### src/rtl/atr_pkg.sv
// Package for the converter trigger, range check and interrupt control.
// Assumes a 32-bit APB bus; register indices times four are byte addresses.
package atr_pkg;
    // ------------------------------------------------------------
    // Register indices (byte address is index times four)
    // ------------------------------------------------------------
    localparam logic [15:0] TRIG_IDX = 16'h5542; // Trigger select
    localparam logic [15:0] CTL_IDX = 16'h5544;  // adc_control_status
    localparam logic [15:0] UPR_IDX = 16'h5558;  // upper_limit_value
    localparam logic [15:0] LWR_IDX = 16'h555A;  // lower_limit_value
    localparam logic [15:0] MSK_IDX = 16'h555C;  // completion_irq_mask
    localparam logic [15:0] ADV_IDX = 16'h555E;  // Advanced select
    // ------------------------------------------------------------
    // Field positions
    // ------------------------------------------------------------
    localparam int START_BIT = 1;     // software_start_bit
    localparam int ENA_BIT = 2;       // converter_enable
    localparam int DONE_EN_BIT = 4;   // done_irq_enable
    localparam int RANGE_EN_BIT = 5;  // range_irq_enable
    localparam int SPLIT_BIT = 6;     // irq_split_select
    localparam int SMP_LSB = 8;       // sample_time_select
    localparam int CMP_LSB = 12;      // compare_channel_select
    localparam int CMPE_BIT = 15;     // range_check_enable
    localparam int TRG_LSB = 3;       // trigger_source_select
    localparam int ADV_BIT = 8;       // advanced_feature_select
    // ------------------------------------------------------------
    // Reset values and codes
    // ------------------------------------------------------------
    localparam logic [1:0] SMP_RST = 2'h3;
    localparam logic [2:0] CMP_RST = 3'h0;
    localparam logic [2:0] CMP_LAST = 3'h3;   // Highest real input
    localparam logic DONE_EN_RST = 1'b1;
    localparam logic RANGE_EN_RST = 1'b0;
    localparam logic [1:0] TRG_SW = 2'h0;
    localparam logic [1:0] TRG_TMR = 2'h1;
    localparam logic [1:0] TRG_TM8 = 2'h2;
    localparam logic [1:0] TRG_EXT = 2'h3;
    localparam logic [3:0] SAMPLE_BASE = 4'h3; // Least sampling clocks
    // Conversion sequence state
    typedef enum logic {
        SEQ_IDLE = 1'b0,
        SEQ_BUSY = 1'b1
    } atr_state_e;
endpackage

### src/rtl/atr_ctrl.sv
// Trigger, sampling-time, range-check and interrupt control for the ADC.
// Assumes the analog core and timers run on CORE_CLK and give pulses.
// Function
// - Timer period match starts conversion sequence
// - Writing start bit one starts conversion
// - Sampling lasts 3, 5, 7 or 9 clocks
// - Sample time field resets to nine clocks
// - Compare channel field picks checked input
// - Only selected channel raises range interrupt
// - Separate ten-bit upper and lower limits
// - Strictly beyond limit is out of range
// - Range check only while its enable set
// - Channel zero drives over and under signals
// - Out-of-range interrupt only in advanced mode
// - Completion enable gates done interrupt, resets one
// - Range enable gates range interrupt, resets zero
// - Range request ORed into done by default
// - Split bit delivers both requests separately
// - Per-channel done masks, all reset to one
// - Two-bit trigger source, software by default
// - Extended bits reachable only in advanced mode
// - Triggers need enable; start bit shows busy
//
// Local design decision: the APB interface to the registers.
`timescale 1ns/1ps
module atr_ctrl #(
    parameter int NCH = 8    // Channels with a mask bit
) (
    input wire logic CORE_CLK,
    input wire logic RST,
    input wire logic CORE_CE,
    input wire logic PSEL,
    input wire logic PENABLE,
    input wire logic PWRITE,
    input wire logic [31:0] PADDR,
    input wire logic [31:0] PWDATA,
    output logic [31:0] PRDATA,
    output logic PREADY,
    output logic PSLVERR,
    input wire logic TMR_MATCH,
    input wire logic TM8_UNDERFLOW,
    input wire logic EXT_TRIG,
    input wire logic CONV_DONE,
    input wire logic [2:0] CONV_CHAN,
    input wire logic [9:0] CONV_RESULT,
    input wire logic CONV_SEQ_END,
    output logic CONV_START,
    output logic [3:0] SAMPLE_CLKS,
    output logic TMR_OVER,
    output logic TMR_UNDER,
    output logic IRQ_DONE,
    output logic IRQ_RANGE
);
    import atr_pkg::*;

    // ------------------------------------------------------------
    // Helpers
    // ------------------------------------------------------------
    // Byte address of a register index
    function automatic logic [31:0] addr_of(input logic [15:0] idx);
        addr_of = {14'h0000, idx, 2'h0};
    endfunction

    // Sampling clocks for a sample-time code
    function automatic logic [3:0] samp(input logic [1:0] code);
        samp = SAMPLE_BASE + {1'b0, code, 1'b0};
    endfunction

    // Out-of-range test; equality counts as inside
    function automatic logic above(input logic [9:0] r,
                                   input logic [9:0] lim);
        above = r > lim;
    endfunction

    // ------------------------------------------------------------
    // Registers
    // ------------------------------------------------------------
    logic ena_q;             // converter_enable
    logic [1:0] smp_q;       // sample_time_select
    logic [2:0] cmp_q;       // compare_channel_select
    logic cmpe_q;            // range_check_enable
    logic done_en_q;         // done_irq_enable
    logic range_en_q;        // range_irq_enable
    logic split_q;           // irq_split_select
    logic [1:0] trg_q;       // trigger_source_select
    logic adv_q;             // advanced_feature_select
    logic [9:0] upr_q;       // upper_limit_value
    logic [9:0] lwr_q;       // lower_limit_value
    logic [NCH-1:0] msk_q;   // done_irq_channel_mask
    atr_state_e state_q;     // Sequence state
    atr_state_e state_d;
    logic ext_s1_q;          // External pin, first stage
    logic ext_s2_q;          // External pin, second stage

    // ------------------------------------------------------------
    // Bus decode
    // ------------------------------------------------------------
    logic wr_en;             // Write takes effect this edge
    logic setup;             // Setup cycle of any transfer
    logic hit_ctl, hit_trig, hit_upr, hit_lwr, hit_msk, hit_adv;
    logic mapped;

    assign wr_en = CORE_CE & PSEL & PENABLE & PWRITE;
    assign setup = CORE_CE & PSEL & ~PENABLE;
    assign hit_ctl = PADDR == addr_of(CTL_IDX);
    assign hit_trig = PADDR == addr_of(TRIG_IDX);
    assign hit_upr = PADDR == addr_of(UPR_IDX);
    assign hit_lwr = PADDR == addr_of(LWR_IDX);
    assign hit_msk = PADDR == addr_of(MSK_IDX);
    assign hit_adv = PADDR == addr_of(ADV_IDX);
    assign mapped = hit_ctl | hit_trig | hit_upr | hit_lwr
                  | hit_msk | hit_adv;
    // Zero-wait slave; data was prepared in setup
    assign PREADY = 1'b1;

    // ------------------------------------------------------------
    // Standard control bits
    // ------------------------------------------------------------
    // Enable, sample time and trigger source
    always_ff @(posedge CORE_CLK) begin
        if (RST) begin
            ena_q <= 1'b0;
            smp_q <= SMP_RST;
            trg_q <= TRG_SW;
            adv_q <= 1'b0;
        end else if (CORE_CE) begin
            if (wr_en && hit_ctl) begin
                ena_q <= PWDATA[ENA_BIT];
                smp_q <= PWDATA[SMP_LSB +: 2];
            end
            if (wr_en && hit_trig) begin
                trg_q <= PWDATA[TRG_LSB +: 2];
            end
            if (wr_en && hit_adv) begin
                adv_q <= PWDATA[ADV_BIT];
            end
        end
    end

    // ------------------------------------------------------------
    // Advanced-mode control bits
    // ------------------------------------------------------------
    // Writes ignored in standard mode, so a stray
    // write cannot arm hidden features
    always_ff @(posedge CORE_CLK) begin
        if (RST) begin
            cmp_q <= CMP_RST;
            cmpe_q <= 1'b0;
            done_en_q <= DONE_EN_RST;
            range_en_q <= RANGE_EN_RST;
            split_q <= 1'b0;
            upr_q <= 10'h000;
            lwr_q <= 10'h000;
            msk_q <= '1;
        end else if (CORE_CE && adv_q) begin
            if (wr_en && hit_ctl) begin
                cmp_q <= PWDATA[CMP_LSB +: 3];
                cmpe_q <= PWDATA[CMPE_BIT];
                done_en_q <= PWDATA[DONE_EN_BIT];
                range_en_q <= PWDATA[RANGE_EN_BIT];
                split_q <= PWDATA[SPLIT_BIT];
            end
            if (wr_en && hit_upr) begin
                upr_q <= PWDATA[9:0];
            end
            if (wr_en && hit_lwr) begin
                lwr_q <= PWDATA[9:0];
            end
            if (wr_en && hit_msk) begin
                msk_q <= PWDATA[NCH-1:0];
            end
        end
    end

    // ------------------------------------------------------------
    // Trigger selection
    // ------------------------------------------------------------
    // External pin is asynchronous: two stages first
    always_ff @(posedge CORE_CLK) begin
        if (RST) begin
            ext_s1_q <= 1'b1;
            ext_s2_q <= 1'b1;
        end else if (CORE_CE) begin
            ext_s1_q <= EXT_TRIG;
            ext_s2_q <= ext_s1_q;
        end
    end

    logic sw_start;          // Software start write
    logic trig;              // Selected trigger
    assign sw_start = wr_en & hit_ctl & PWDATA[START_BIT];

    // Only the selected source counts
    always_comb begin
        case (trg_q)
            TRG_SW: trig = sw_start;
            TRG_TMR: trig = TMR_MATCH;
            TRG_TM8: trig = TM8_UNDERFLOW;
            TRG_EXT: trig = ~ext_s2_q;                   // Active low
            default: trig = 1'b0;
        endcase
    end

    // ------------------------------------------------------------
    // Sequence state
    // ------------------------------------------------------------
    // Triggers while busy are ignored; the core
    // cannot start twice in one sequence
    always_comb begin
        state_d = state_q;
        case (state_q)
            SEQ_IDLE: begin
                if (ena_q && trig) begin
                    state_d = SEQ_BUSY;
                end
            end
            SEQ_BUSY: begin
                if (!ena_q || CONV_SEQ_END) begin
                    state_d = SEQ_IDLE;
                end
            end
            default: state_d = SEQ_IDLE;
        endcase
    end

    // State register and start pulse
    always_ff @(posedge CORE_CLK) begin
        if (RST) begin
            state_q <= SEQ_IDLE;
            CONV_START <= 1'b0;
        end else if (CORE_CE) begin
            state_q <= state_d;
            CONV_START <= (state_q == SEQ_IDLE)
                        && (state_d == SEQ_BUSY);
        end
    end

    // Sampling length to the core
    always_ff @(posedge CORE_CLK) begin
        if (RST) begin
            SAMPLE_CLKS <= samp(SMP_RST);
        end else if (CORE_CE) begin
            SAMPLE_CLKS <= samp(smp_q);
        end
    end

    // ------------------------------------------------------------
    // Range check
    // ------------------------------------------------------------
    logic chk_on;            // Check active
    logic over;              // Result above upper limit
    logic under;             // Result below lower limit
    logic sel_hit;           // Result is from compared channel
    assign chk_on = adv_q & cmpe_q;
    assign over = above(CONV_RESULT, upr_q);
    assign under = above(lwr_q, CONV_RESULT);
    // Reserved codes never match
    assign sel_hit = CONV_DONE && (cmp_q <= CMP_LAST)
                   && (CONV_CHAN == cmp_q);

    // Channel zero levels to the timer; held to next channel-zero result while chk_on, zero while the check is off
    always_ff @(posedge CORE_CLK) begin
        if (RST) begin
            TMR_OVER <= 1'b0;
            TMR_UNDER <= 1'b0;
        end else if (CORE_CE) begin
            if (!chk_on) begin
                TMR_OVER <= 1'b0;
                TMR_UNDER <= 1'b0;
            end else if (CONV_DONE && CONV_CHAN == 3'h0) begin
                TMR_OVER <= over;
                TMR_UNDER <= under;
            end
        end
    end

    // ------------------------------------------------------------
    // Interrupt requests
    // ------------------------------------------------------------
    logic range_req;         // Out-of-range event
    logic done_req;          // Completion event
    // Evaluated as the result is stored
    assign range_req = chk_on & range_en_q & sel_hit
                     & (over | under);
    // Standard mode: always requested, no masks
    assign done_req = CONV_DONE
                    & (~adv_q | (done_en_q & msk_q[CONV_CHAN]));

    // One-cycle pulses toward the interrupt controller
    always_ff @(posedge CORE_CLK) begin
        if (RST) begin
            IRQ_DONE <= 1'b0;
            IRQ_RANGE <= 1'b0;
        end else if (CORE_CE) begin
            IRQ_DONE <= done_req
                      | (range_req & ~split_q);
            IRQ_RANGE <= range_req & split_q;
        end
    end

    // ------------------------------------------------------------
    // Read data
    // ------------------------------------------------------------
    logic [31:0] rd;         // Selected read value
    // Hidden fields read zero in standard mode
    always_comb begin
        rd = 32'h0000_0000;
        if (hit_ctl) begin
            rd[START_BIT] = state_q == SEQ_BUSY;
            rd[ENA_BIT] = ena_q;
            rd[SMP_LSB +: 2] = smp_q;
            if (adv_q) begin
                rd[DONE_EN_BIT] = done_en_q;
                rd[RANGE_EN_BIT] = range_en_q;
                rd[SPLIT_BIT] = split_q;
                rd[CMP_LSB +: 3] = cmp_q;
                rd[CMPE_BIT] = cmpe_q;
            end
        end else if (hit_trig) begin
            rd[TRG_LSB +: 2] = trg_q;
        end else if (hit_upr && adv_q) begin
            rd[9:0] = upr_q;
        end else if (hit_lwr && adv_q) begin
            rd[9:0] = lwr_q;
        end else if (hit_msk && adv_q) begin
            rd[NCH-1:0] = msk_q;
        end else if (hit_adv) begin
            rd[ADV_BIT] = adv_q;
        end
    end

    // Captured in setup, shown in access
    always_ff @(posedge CORE_CLK) begin
        if (RST) begin
            PRDATA <= 32'h0000_0000;
            PSLVERR <= 1'b0;
        end else if (setup) begin
            PRDATA <= PWRITE ? 32'h0000_0000 : rd;
            PSLVERR <= ~mapped;                          // Unmapped
        end
    end

endmodule // atr_ctrl

### config.mk
export PLATFORM = sky130hd
export DESIGN_NAME = atr_ctrl
export DESIGN_NICKNAME = d
export VERILOG_FILES = /design/src/rtl/atr_pkg.sv /design/src/rtl/atr_ctrl.sv
export SDC_FILE = /design/constraint.sdc
export NUM_CORES = 1
export LEC_CHECK = 0
export ABC_AREA = 1
export BUFFER_PORTS_ARGS = -buffer_cell sky130_fd_sc_hd__clkbuf_2
export CAP_MARGIN = 5
export CORE_UTILIZATION = 43
export DETAILED_ROUTE_END_ITERATION = 10
export PLACE_DENSITY = 0.72
export SYNTH_ARGS = -nofsm -noshare
export SYNTH_HDL_FRONTEND = slang
export SYNTH_SLANG_ARGS = --single-unit
### constraint.sdc
create_clock -name CORE_CLK -period 2.15 [get_ports CORE_CLK]
set_input_delay 0.215 -clock CORE_CLK [delete_from_list [all_inputs] [get_ports CORE_CLK]]
set_output_delay 0.215 -clock CORE_CLK [all_outputs]
set_load 0.005 [all_outputs]
; ---- Word level (Yosys, flattened, before mapping)
; Index checks and enable logic that the tools add are counted.
[classes]
reduce_logical = 27
n_bitwise = 28
muxes = 29
add_sub_neg = 1
eq_ne = 11
order_cmp = 4
[ops]
columns = operator, count
row1 = $eq A32 B17 Y1 const B, 6
row2 = $gt A10 B10 Y1, 2
row3 = $mux W16, 1
row4 = $reduce_and A2 Y1, 8
row5 = $logic_and A1 B1 Y1, 15
row6 = $and A1 B1 Y1, 14
row7 = $mux W1, 13
row8 = $mux W10, 1
row9 = $mux W3, 3
row10 = $mux W9, 1
row11 = $mux W4, 2
row12 = $mux W8, 1
row13 = $or A1 B1 Y1, 8
row14 = $mux W2, 3
row15 = $not A1 Y1, 6
row16 = $mux W5, 1
row17 = $add A2 B3 Y4 const A, 1
row18 = $eq A2 B2 Y1 const B, 2
row19 = $lt A3 B4 Y1 const B, 1
row20 = $pmux W1 S4, 1
row21 = $bmux W1 S3, 1
row22 = $eq A3 B3 Y1, 1
row23 = $le A3 B2 Y1 const B, 1
row24 = $logic_not A3 Y1, 1
row25 = other kinds (6), 6
[word_totals]
ff_bits = 86
word_cells = 123
output_inout_bits = 43
input_bits = 88

; ---- Depth between registers and ports, before layout
; Gate-level depths: netlist of run 1.
[depth]
word_depth = 10
ltp_mapped = 14
mapped_depth_nobuf = 14

; ---- Worst setup path before layout of run 1
; Ideal clock, no wire load.
[synth_timing]
path_kind = register -> register
from = register upr_q[1]
to = register IRQ_RANGE
period_less_slack_ps = 1461
n_path_buf = 0
t_arrival_ps = 1391
stages_incl_launch_ff = 13
required_ps = 2079
setup_time_ps = 71
path_slack_ps = 689
cell_sequence = dfxtp_1 -> inv_1 -> ha_1 -> inv_1 -> nor2_1 -> o21ai_0 -> nand2_1 -> a21oi_1 -> o21ai_0 -> nand2_1 -> nand2_1 -> nand3b_1 -> a21oi_1
[synth_via]
elab_chain_cells = 4
[synth_lines]
columns = element, line_no
row1 = from (decl), atr_ctrl.sv:87  ; logic [9:0] upr_q;
row2 = from (signal assigned), atr_ctrl.sv:164  ; upr_q <= PWDATA[9:0];
row3 = $gt A10 B10 Y1, atr_ctrl.sv:72  ; above = r > lim;
row4 = $or A1 B1 Y1, atr_ctrl.sv:284  ; & (over | under);
row5 = $and A1 B1 Y1, atr_ctrl.sv:284
row6 = $and A1 B1 Y1, atr_ctrl.sv:297  ; IRQ_RANGE <= range_req & split_q;
row7 = to (signal assigned), atr_ctrl.sv:297
row8 = to (decl), atr_ctrl.sv:52  ; output logic IRQ_RANGE
; Every way passes these cells.
; A chain may end at the register's enable or synchronous reset.

; ---- Final worst setup path of run 1
[layout_timing]
from = register lwr_q[9]
to = register IRQ_RANGE
[layout_via]
elab_chain_cells = 4
[layout_lines]
columns = element, line_no
row1 = from (decl), atr_ctrl.sv:88  ; logic [9:0] lwr_q;
row2 = from (signal assigned), atr_ctrl.sv:167  ; lwr_q <= PWDATA[9:0];
row3 = $gt A10 B10 Y1, atr_ctrl.sv:72
row4 = $or A1 B1 Y1, atr_ctrl.sv:284
row5 = $and A1 B1 Y1, atr_ctrl.sv:284
row6 = $and A1 B1 Y1, atr_ctrl.sv:297
; Every way passes these cells.

==> flow_summary.ini, run 1 <==
[placed_design]
gp_congestion = 0.961
place_hpwl_mm = 8.88
placedCellCount = 781
port_buffers = 92

[power_and_ir_drop]
vdd_drop_max_uv = 322
power_density_nw_per_um2 = 540
cellLeakagePower_nw = 2.29

[floorplan]
io-pin-count = 131
die-area_um2 = 9870
std_cell_rows = 35
initial_core_util_pct = 44.3
die_y_um = 99.4
fp.coreArea_um2 = 9200
die_w_um = 99.4

[global_routing]
grt_pass1_wl_mm = 18.1
grtUsageTotal_pct = 23.5
grt_antenna_before_repair = 0
grt_pass1_vias = 3881
grt-ovfl-total = 0
grt_max_degree = 48

[critical_path]
worstSetupStartpointType = register
critPathMaxStageDelay_ns = 0.34
cp.arrival_ns = 2.10
crit_type = reg2reg
cp_num_buf_inv = 0
cp_slowest_cell = dfxtp_1
end_kind = register
crit_chain = ha_1 -> nand4_1 -> nor3_1 -> o21ai_0 -> o2111ai_1 -> nand2_1 -> nand2_1 -> nand3b_1 -> a21oi_1
critPathTopFamily = simple AND/OR/NAND/NOR gates
worstPathRequired_ns = 2.42
crit_fanout = 3
crit_top_cell = nand2_1

[clock_tree]
htree_levels = 3
cts.path.max_buffers = 2
cts_root_buf = clkbuf_8
cts-buffers-inserted = 9
post_cts_buffers = 0
insertion_delay_ns = 0.35
hold_buffers = 0
clkTransAtPathRegs_ns = 0.07
cts_tree = yes
clock-sinks = 67
ctsResizeCount = 0

[flow_run]
maxCapViolCount = 0

[status]
status = completed

[cells_and_area]
fillers = 920
final_layout_size_suffix_gt1_share_pct = 22.0
diodes = 0
final_cells = 796
nets = 790
syn_to_final_growth_pct = 17.2

[yosys]
synth_common_cells = nand2_1 (111), inv_1 (71), dfxtp_1 (67), a21oi_1 (62), nor2_1 (52)
ys_seq_elements = 67
synth_warnings = 0
async_flop_share_pct = 0
yosysMostFrequentCell = nand2_1
syn_avg_cell_area_um2 = 6.94
ys_types = 42
synth_edf_count = 0
synthTopCellsByArea = dfxtp_1 (33%), nand2_1 (10%), a21oi_1 (7.6%)
ys_seq_area_share_pct = 32.9
synth.largest_area_cell = dfxtp_1
synth_top_area_share_pct = 32.9
netlist_area_um2 = 4080
syn_inst = 587
synth-main-ff-cell = dfxtp_1

[timing]
setup-tns-final_ns = 0
hold_viol_final = 0
fin_crit_sh_pct = 85.0
setup_viol = 0
maxSlewHeadroom_pct = 57.8
timing.fmax_mhz = 548
worstMarginPinSlew_ns = 0.616
clock_skew_ns = 0.00665
period_minus_slack_ns = 1.83
slew_violations = 0
rsz0062_at_grt = false

[route]
drc_errors = 0
ant_nets = 0
vias_per_cell = 5.27
vias = 4196
drt_iter0_markers = 292
wl_mm = 11.1
drt-wirelength-per-cell_um = 14.0
dr.pass1.iters = 5

[worst_hold_path]
hold_path.class = in2reg
-- worst paths after layout --
path | start | to | slack, ns | cells past startpoint
setup / recovery | lwr_q[9] | IRQ_RANGE | 0.32 | 9
hold / removal | EXT_TRIG | ext_s1_q | 0.07 | 3
setup reg to reg | lwr_q[9] | IRQ_RANGE | 0.32 | 9
hold reg to reg | ext_s1_q | ext_s1_q | 0.46 | 2
-- worst min-delay path, stage by stage --
cell	delay, ns
clkbuf_2	0.07
nand2_1	0.04
nand3_1	0.06
-- layout by cell type, fill, tap and decap left out, drive strengths merged --
cell type	Yosys	final
or2	1	1
xor2	1	1
buf	26	9
conb	2	20
nand2	113	113
clkinv	1	2
o311a	1	1
o211ai	13	13
nor4	1	1
o2111ai	1	1
a31oi	1	1
nand3b	1	1
a21oi	63	63
a2111oi	1	1
nor2	64	64
bufinv	0	1
o21ai	49	49
inv	79	79
ha	21	21
nand4	16	16
clkbuf	10	105
a211oi	1	1
nand3	42	42
dfxtp	67	67
o22ai	1	1
nor3	10	10
o221ai	1	1
-- power by group --
group	total, W	switching (W)	internal, W
Combinational	0.000261	0.000162	0.0000992
Clock	0.00107	0.000473	0.000592
Sequential	0.00125	0.00000480	0.00125
-- sequential cells by signal, summed over array words and instances (netlist names), 2 cells and up --
signal,count
SAMPLE_CLKS,3
trg_q,2
cmp_q,3
PRDATA,14
upr_q,10
msk_q,8
smp_q,2
lwr_q,10
-- per-layer routing --
metal,vias up,wire length (um),global-route usage (%)
li1,2092,-,-
met1,1904,4840,29.5
met2,168,5110,38.4
met3,32,762,4.22
met4,0,392,12.3
met5,-,0,0
-- final cells by class --
| class | instances | area (um^2) | share of cell area (%) |
|---|---|---|---|
| Clock inverter | 2 | 35.0 | 0.733 |
| Sequential cell | 67 | 1340 | 28.1 |
| Inverter | 80 | 300 | 6.29 |
| Clock buffer | 13 | 159 | 3.33 |
| Timing Repair Buffer | 101 | 528 | 11.1 |
| Multi-Input combinational cell | 422 | 2270 | 47.6 |
| Tap cell | 111 | 139 | 2.91 |
-- kinds of logic (layout without fill, tap and decap cells) --
logic type,count (synthesis),after routing,share of synthesized area (%)
AOI/OAI and AO/OA,132,132,18.0
xor gates and xnor gates,1,1,0.215
adders and majority gates,21,21,6.45
buffers and inverters,116,196,12.9
DFF,67,67,32.9
other,2,20,0.184
and+or+nand+nor,248,248,29.4
-- metrics by stage --
step | area [um^2] | worst slack (ns) | util [%] | hold slack [ns] | power, W
4_1_cts | 4780 | 0.336 | 51.9 | 0.0736 | 0.00259
3_3_place_gp | 4580 | 0.384 | 49.8 | 0.427 | 0.00154
3_5_place_dp | 4580 | 0.334 | 49.8 | 0.439 | 0.00154
5_1_grt | 4780 | 0.158 | 51.9 | 0.0957 | 0.00269
2_1_floorplan | 4140 | 0.689 | - | 0.341 | 0.00144
6_report | 4780 | 0.324 | 51.9 | 0.0737 | 0.00258
Power figures use the tool's default switching activity.
==> inputs of run 2 (changes only) <==
- ABC_AREA: 1 -> 0
- PLACE_DENSITY: 0.72 -> 0.76
- clock period: 2.15 -> 1.5 ns (I/O delays scaled with it)
==> run 2 against run 1 <==
  * Maximum frequency is 1.3% lower
  * Worst hold slack lost 0.050 ns
  * Sequential power is 43% higher
  * The run now ends with negative setup slack left
==> flow_summary.ini, run 2 <==
[cells_and_area]
diodes = 0
multi_input_area_um2 = 2590
largest_reg_flops = 14
final_layout_size_suffix_gt1_share_pct = 45.2
fillers = 612
final_common_cell = clkbuf_2
syn_to_final_growth_pct = 51.9
nets = 717
seq_area_um2 = 1360
layout_common_cells = clkbuf_2 (90), buf_4 (75), dfxtp_1 (54)
reg_top3 = PRDATA x14, lwr_q x10, upr_q x10
top_register = PRDATA

[yosys]
muxShareOfSynthArea_pct = 12.5
synth-main-ff-cell = dfxtp_1
synthTopCellsByArea = dfxtp_1 (36%), mux2i_1 (11%), ha_1 (7.0%)
synth_xor_area_share_pct = 0.470
ys_seq_elements = 67
netlist_area_um2 = 3730
syn_avg_cell_area_um2 = 8.63
yosys.area_share.simple_pct = 20.5
synth_top_area_share_pct = 36.0
synth_common_cells = dfxtp_1 (67), nor2_1 (54), mux2i_1 (42), nand2_1 (38), inv_1 (31)
yosysMostFrequentCell = dfxtp_1
ys_seq_area_share_pct = 36.0
synth_compound_area_share_pct = 14.4
synth_warnings = 0
synth_top_family_by_area = simple AND/OR/NAND/NOR gates
synth.largest_area_cell = dfxtp_1
async_flop_share_pct = 0
ys_types = 51
syn_inst = 432
synth_edf_count = 0
synth_fa_ha_area_share_pct = 7.05

[route]
drt_iter0_markers = 297
drc_errors = 0
vias_per_cell = 5.54
drt-wirelength-per-cell_um = 17.6
dr.pass1.iters = 6
vias = 3975
wl_mm = 12.6
ant_nets = 0

[critical_path]
crit_type = reg2reg
end_kind = register
rr_worst_depth = 7
cp_num_buf_inv = 1
worstPathRequired_ns = 1.77
worstSetupStartpointType = register
critPathTopFamily = simple AND/OR/NAND/NOR gates
path_depth = 7
cp_slowest_cell = or4_1
cp.arrival_ns = 2.12
critPathMaxStageDelay_ns = 0.47
crit_chain = inv_2 -> ha_4 -> nand4_1 -> a21oi_2 -> a211oi_2 -> or4_1 -> a21oi_1
crit_fanout = 2

[floorplan]
die_w_um = 95.1
fp.coreArea_um2 = 8300
initial_core_util_pct = 44.9
io-pin-count = 131
die-area_um2 = 9040
die_y_um = 95.1
std_cell_rows = 33

[status]
status = finished with violations
violations = negative setup slack

[timing]
clock_skew_ns = 0.0128
setup-tns-final_ns = -5.79
fin_crit_sh_pct = 123
rsz0062_at_grt = true
timing.fmax_mhz = 540
worst_slack_ns = -0.350
holdWs_ns = 0.0240
hold_viol_final = 0
setup_viol = 34
period_minus_slack_ns = 1.85
slew_violations = 0
worstMarginPinSlew_ns = 0.893
maxSlewHeadroom_pct = 40.3

[power_and_ir_drop]
cellLeakagePower_nw = 2.56
combinationalPowerShare_pct = 12.7
intPower_w = 0.00295
switching_share_pct = 25.5
p_switching_w = 0.00101
vdd_drop_max_uv = 468
power_density_nw_per_um2 = 699
clockPowerShare_pct = 42.2
pwr-share-seq_pct = 45.1

[placed_design]
port_buffers = 92
place_hpwl_mm = 8.91
gp_congestion = 0.927
pre_cts_ws_ns = -0.511

[global_routing]
grt_max_degree = 25
grt_antenna_before_repair = 0
grtUsageTotal_pct = 27.0
grt-ovfl-total = 0
grt_pass1_wl_mm = 18.2
grt_pass1_vias = 3891

[flow_run]
maxCapViolCount = 0

[clock_tree]
cts.path.max_buffers = 2
cts-buffers-inserted = 9
htree_levels = 3
insertion_delay_ns = 0.34
cts_tree = yes
cts_root_buf = clkbuf_8
clkTransAtPathRegs_ns = 0.08
clock-sinks = 67

[worst_hold_path]
hold_path.class = in2reg
hold_depth = 3
-- run 2: cell types whose count changed in the layout (fill, tap and decap cells not counted), sizes merged, moves of 8 or more --
cell   before  now
nor2       64   55
buf         9   92
o21ai      49   10
nand2     113   38
a21oi      63   27
nand4      16    7
nand3      42    7
nor4        1    9
mux2i       0   42
inv        79   31
-- run 2: kinds of logic (layout without fill, tap and decap cells) --
logic type	count (synthesis)	after routing
multiplexers	44	44
AND/OR/NAND/NOR	148	148
adder cells (fa/ha/maj)	21	21
AO/OA/AOI/OAI	81	81
other	2	20
buffers and inverters	67	230
flip-flops	67	67
XOR/XNOR	2	2
-- run 2: final timing paths --
path | start | endpoint | slack [ns]
max reg2reg | upr_q[7] | TMR_OVER | -0.35
max | upr_q[7] | TMR_OVER | -0.35
min | EXT_TRIG | ext_s1_q | 0.02
min reg2reg | IRQ_RANGE | IRQ_RANGE | 0.46
-- run 2: power groups by stage --
| stage | Sequential, W | Combinational (W) | Clock (W) |
|---|---|---|---|
| 2_1_floorplan | 0.00183 | 0.000210 | 0 |
| 3_3_place_gp | 0.00183 | 0.000419 | 0 |
| 3_5_place_dp | 0.00183 | 0.000430 | 0 |
| 4_1_cts | 0.00179 | 0.000454 | 0.00166 |
| 5_1_grt | 0.00179 | 0.000540 | 0.00174 |
| 6_report | 0.00179 | 0.000503 | 0.00167 |
-- run 2: routing by layer --
layer	wire length [um]	GRT usage, %	part of all wire (%)	up-vias
met2	6370	47.1	50	196
met5	0	0	0	-
met1	4980	32.0	39	1891
met3	888	4.23	7.0	32
met4	378	13.1	3.0	0
li1	-	-	-	1856
-- run 2: metrics by stage --
step	instance area, um^2	total power, W	std cells	util (%)
floorplan	3930	0.00204	450	-
global placement	4890	0.00225	687	59.0
detailed placement	4890	0.00226	687	59.0
CTS	5390	0.00390	712	64.9
global route	5660	0.00407	718	68.2
finish	5660	0.00396	718	68.2
-- run 2: final cells by class --
type                            count  share of cell area (%)
Inverter                           31                    2.05
Multi-Input combinational cell    316                    45.7
Clock buffer                       10                    2.25
Tap cell                          105                    2.32
Clock inverter                      6                    1.59
Sequential cell                    67                    24.0
Timing Repair Buffer              183                    22.1
-- run 2: worst register-to-register path: cells and delay by family, from the launching register on --
| family | cells | cell delay (ns) |
|---|---|---|
| flops | 1 | 0.35 |
| simple gates | 2 | 0.69 |
| buf+inv | 1 | 0.05 |
| fa+ha+maj | 1 | 0.26 |
| compound gates | 3 | 0.43 |
-- run 2: what timing repair did --
action,CTS,global route
gates cloned,2,0
pin swaps,13,40
setup buffers,7,8
hold buffers,0,0
endpoints found under the setup margin,38,51
endpoints found under the hold margin,0,0
gates resized for setup,44,46
==> inputs of run 3 (changes only) <==
- CORE_UTILIZATION: 43 -> 45
- PLACE_DENSITY: 0.76 -> 0.79
==> run 3 against run 2 <==
  * The flow still finishes with violations (negative setup slack)
  * Sequential cell count unchanged
  * Clock power down 7%
  * Via count up 2.6%
  * First-iteration DRC count down 20%
  * Register-to-register slack better by 0.03 ns
  * Combinational power fell by 0.8%
  * Sequential power about the same
  * Maximum frequency grew 1.6%
  * Critical endpoint is now TMR_UNDER
  * Largest power group unchanged
  * Highest routed layer unchanged
==> flow_summary.ini, run 3 (synthesis results as in run 2) <==
[critical_path]
worstSetupStartpointType = register
cp.arrival_ns = 2.10
rr_worst_depth = 6
r2r_start = lwr_q[2]
r2r_setup_slack_ns = -0.32
r2r_end = TMR_UNDER
end_kind = register
crit_fanout = 2
worstPathRequired_ns = 1.77
crit_type = reg2reg

[timing]
setup_viol = 32
period_minus_slack_ns = 1.82
slew_violations = 0
rsz0062_at_grt = true
setup-tns-final_ns = -3.82
clock_skew_ns = 0.00919
maxSlewHeadroom_pct = 39.9
timing.fmax_mhz = 549
worstMarginPinSlew_ns = 0.897
worst_slack_ns = -0.321
fin_crit_sh_pct = 121
hold_viol_final = 0

[worst_hold_path]
hold_depth = 3
min_from = EXT_TRIG
min_to = ext_s1_q
hold_path.class = in2reg

[cells_and_area]
final_layout_size_suffix_gt1_share_pct = 44.9
layout_common_cells = clkbuf_2 (86), buf_4 (78), dfxtp_1 (56)
nets = 716
fillers = 561
final_common_cell = clkbuf_2
final_cells = 714
largest_reg_flops = 14
reg_top3 = PRDATA x14, lwr_q x10, upr_q x10
diodes = 0
top_register = PRDATA
stdcell_area_um2 = 5580
syn_to_final_growth_pct = 49.7

[route]
drt-wirelength-per-cell_um = 17.8
vias_per_cell = 5.71
ant_nets = 0
drc_errors = 0
drt_iter0_markers = 238
vias = 4077
wl_mm = 12.7
dr.pass1.iters = 5

[floorplan]
die_y_um = 93.0
die-area_um2 = 8650
std_cell_rows = 32
io-pin-count = 131
fp.coreArea_um2 = 7890
die_w_um = 93.0
initial_core_util_pct = 47.3

[global_routing]
grt_pass1_wl_mm = 19.9
grtUsageTotal_pct = 29.8
grt_pass1_vias = 4121
grt-ovfl-total = 0
grt_max_degree = 26
grt_antenna_before_repair = 0

[clock_tree]
cts-buffers-inserted = 9
cts.path.max_buffers = 2
clock-sinks = 67
clkTransAtPathRegs_ns = 0.08
cts_root_buf = clkbuf_8
hold_buffers = 0
insertion_delay_ns = 0.35
cts_tree = yes
htree_levels = 3

[status]
status = finished with violations
violations = negative setup slack

[power_and_ir_drop]
cellLeakagePower_nw = 2.50
power_density_nw_per_um2 = 688
vdd_drop_max_uv = 452
p_total_w = 0.00384

[placed_design]
placedCellCount = 685
gp_congestion = 0.947
placed_cell_area_um2 = 4900
place_hpwl_mm = 9.14
port_buffers = 92

[flow_run]
maxCapViolCount = 0
==> run 3: worst max path at each step <==
stage,from,endpoint,slack (ns),cells after the start
after floorplan,PADDR[11],upr_q[0],-0.23,7
after global placement,PADDR[2],upr_q[5],-0.43,8
after detailed placement,PADDR[11],PRDATA[5],-0.49,9
after CTS,upr_q[1],TMR_OVER,-0.31,8
after global routing,lwr_q[2],TMR_UNDER,-0.40,6
final,lwr_q[2],TMR_UNDER,-0.32,6
==> run 3: worst max-delay path, stage by stage, from the launching register on <==
cell and delay, ns:
dfxtp_1 0.32, ha_1 0.30, nand4_1 0.16, nor3_2 0.25, a2111oi_4 0.05, or4_1 0.49
a21oi_2 0.16
==> run 3: cell type report <==
type	instances	area, um^2	area share, %
multi-input combinational	316	2540	45.5
sequential	67	1360	24.3
timing repair buffer	182	1230	22.1
clock buffer	10	138	2.47
tap	102	128	2.29
inverter	31	116	2.09
clock inverter	6	65.1	1.17
==> run 3: power by group <==
part / leakage [nW] / internal [W] / total (W) / switching, W
clock network: 0.102 / 0.000813 / 0.00156 / 0.000744
logic: 1.85 / 0.000228 / 0.000499 / 0.000271
registers: 0.547 / 0.00178 / 0.00178 / 0.00000321
==> run 3: per-stage QoR <==
| stage | hold slack [ns] | utilization, % | worst slack [ns] |
|---|---|---|---|
| after floorplan | 0.278 | - | -0.228 |
| after global placement | 0.368 | 62.1 | -0.431 |
| after detailed placement | 0.379 | 62.1 | -0.495 |
| after CTS | 0.0152 | 68.0 | -0.309 |
| after global routing | 0.0493 | 70.7 | -0.405 |
| final | 0.0211 | 70.7 | -0.321 |
==> run 3: routing by layer <==
| metal | global-route usage, % | up-vias | part of all wire [%] |
|---|---|---|---|
| met5 | 0 | - | 0 |
| met4 | 12.7 | 0 | 3.5 |
| met3 | 5.69 | 39 | 7.5 |
| met2 | 53.2 | 220 | 50 |
| met1 | 34.6 | 1964 | 39 |
| li1 | - | 1854 | - |
==> run 3: repair_timing <==
item                       in CTS  in global routing
pin swaps                      19                 34
cloned                          2                  0
resized for setup              38                 54
buffers inserted               10                  5
setup endpoints to repair      33                 52
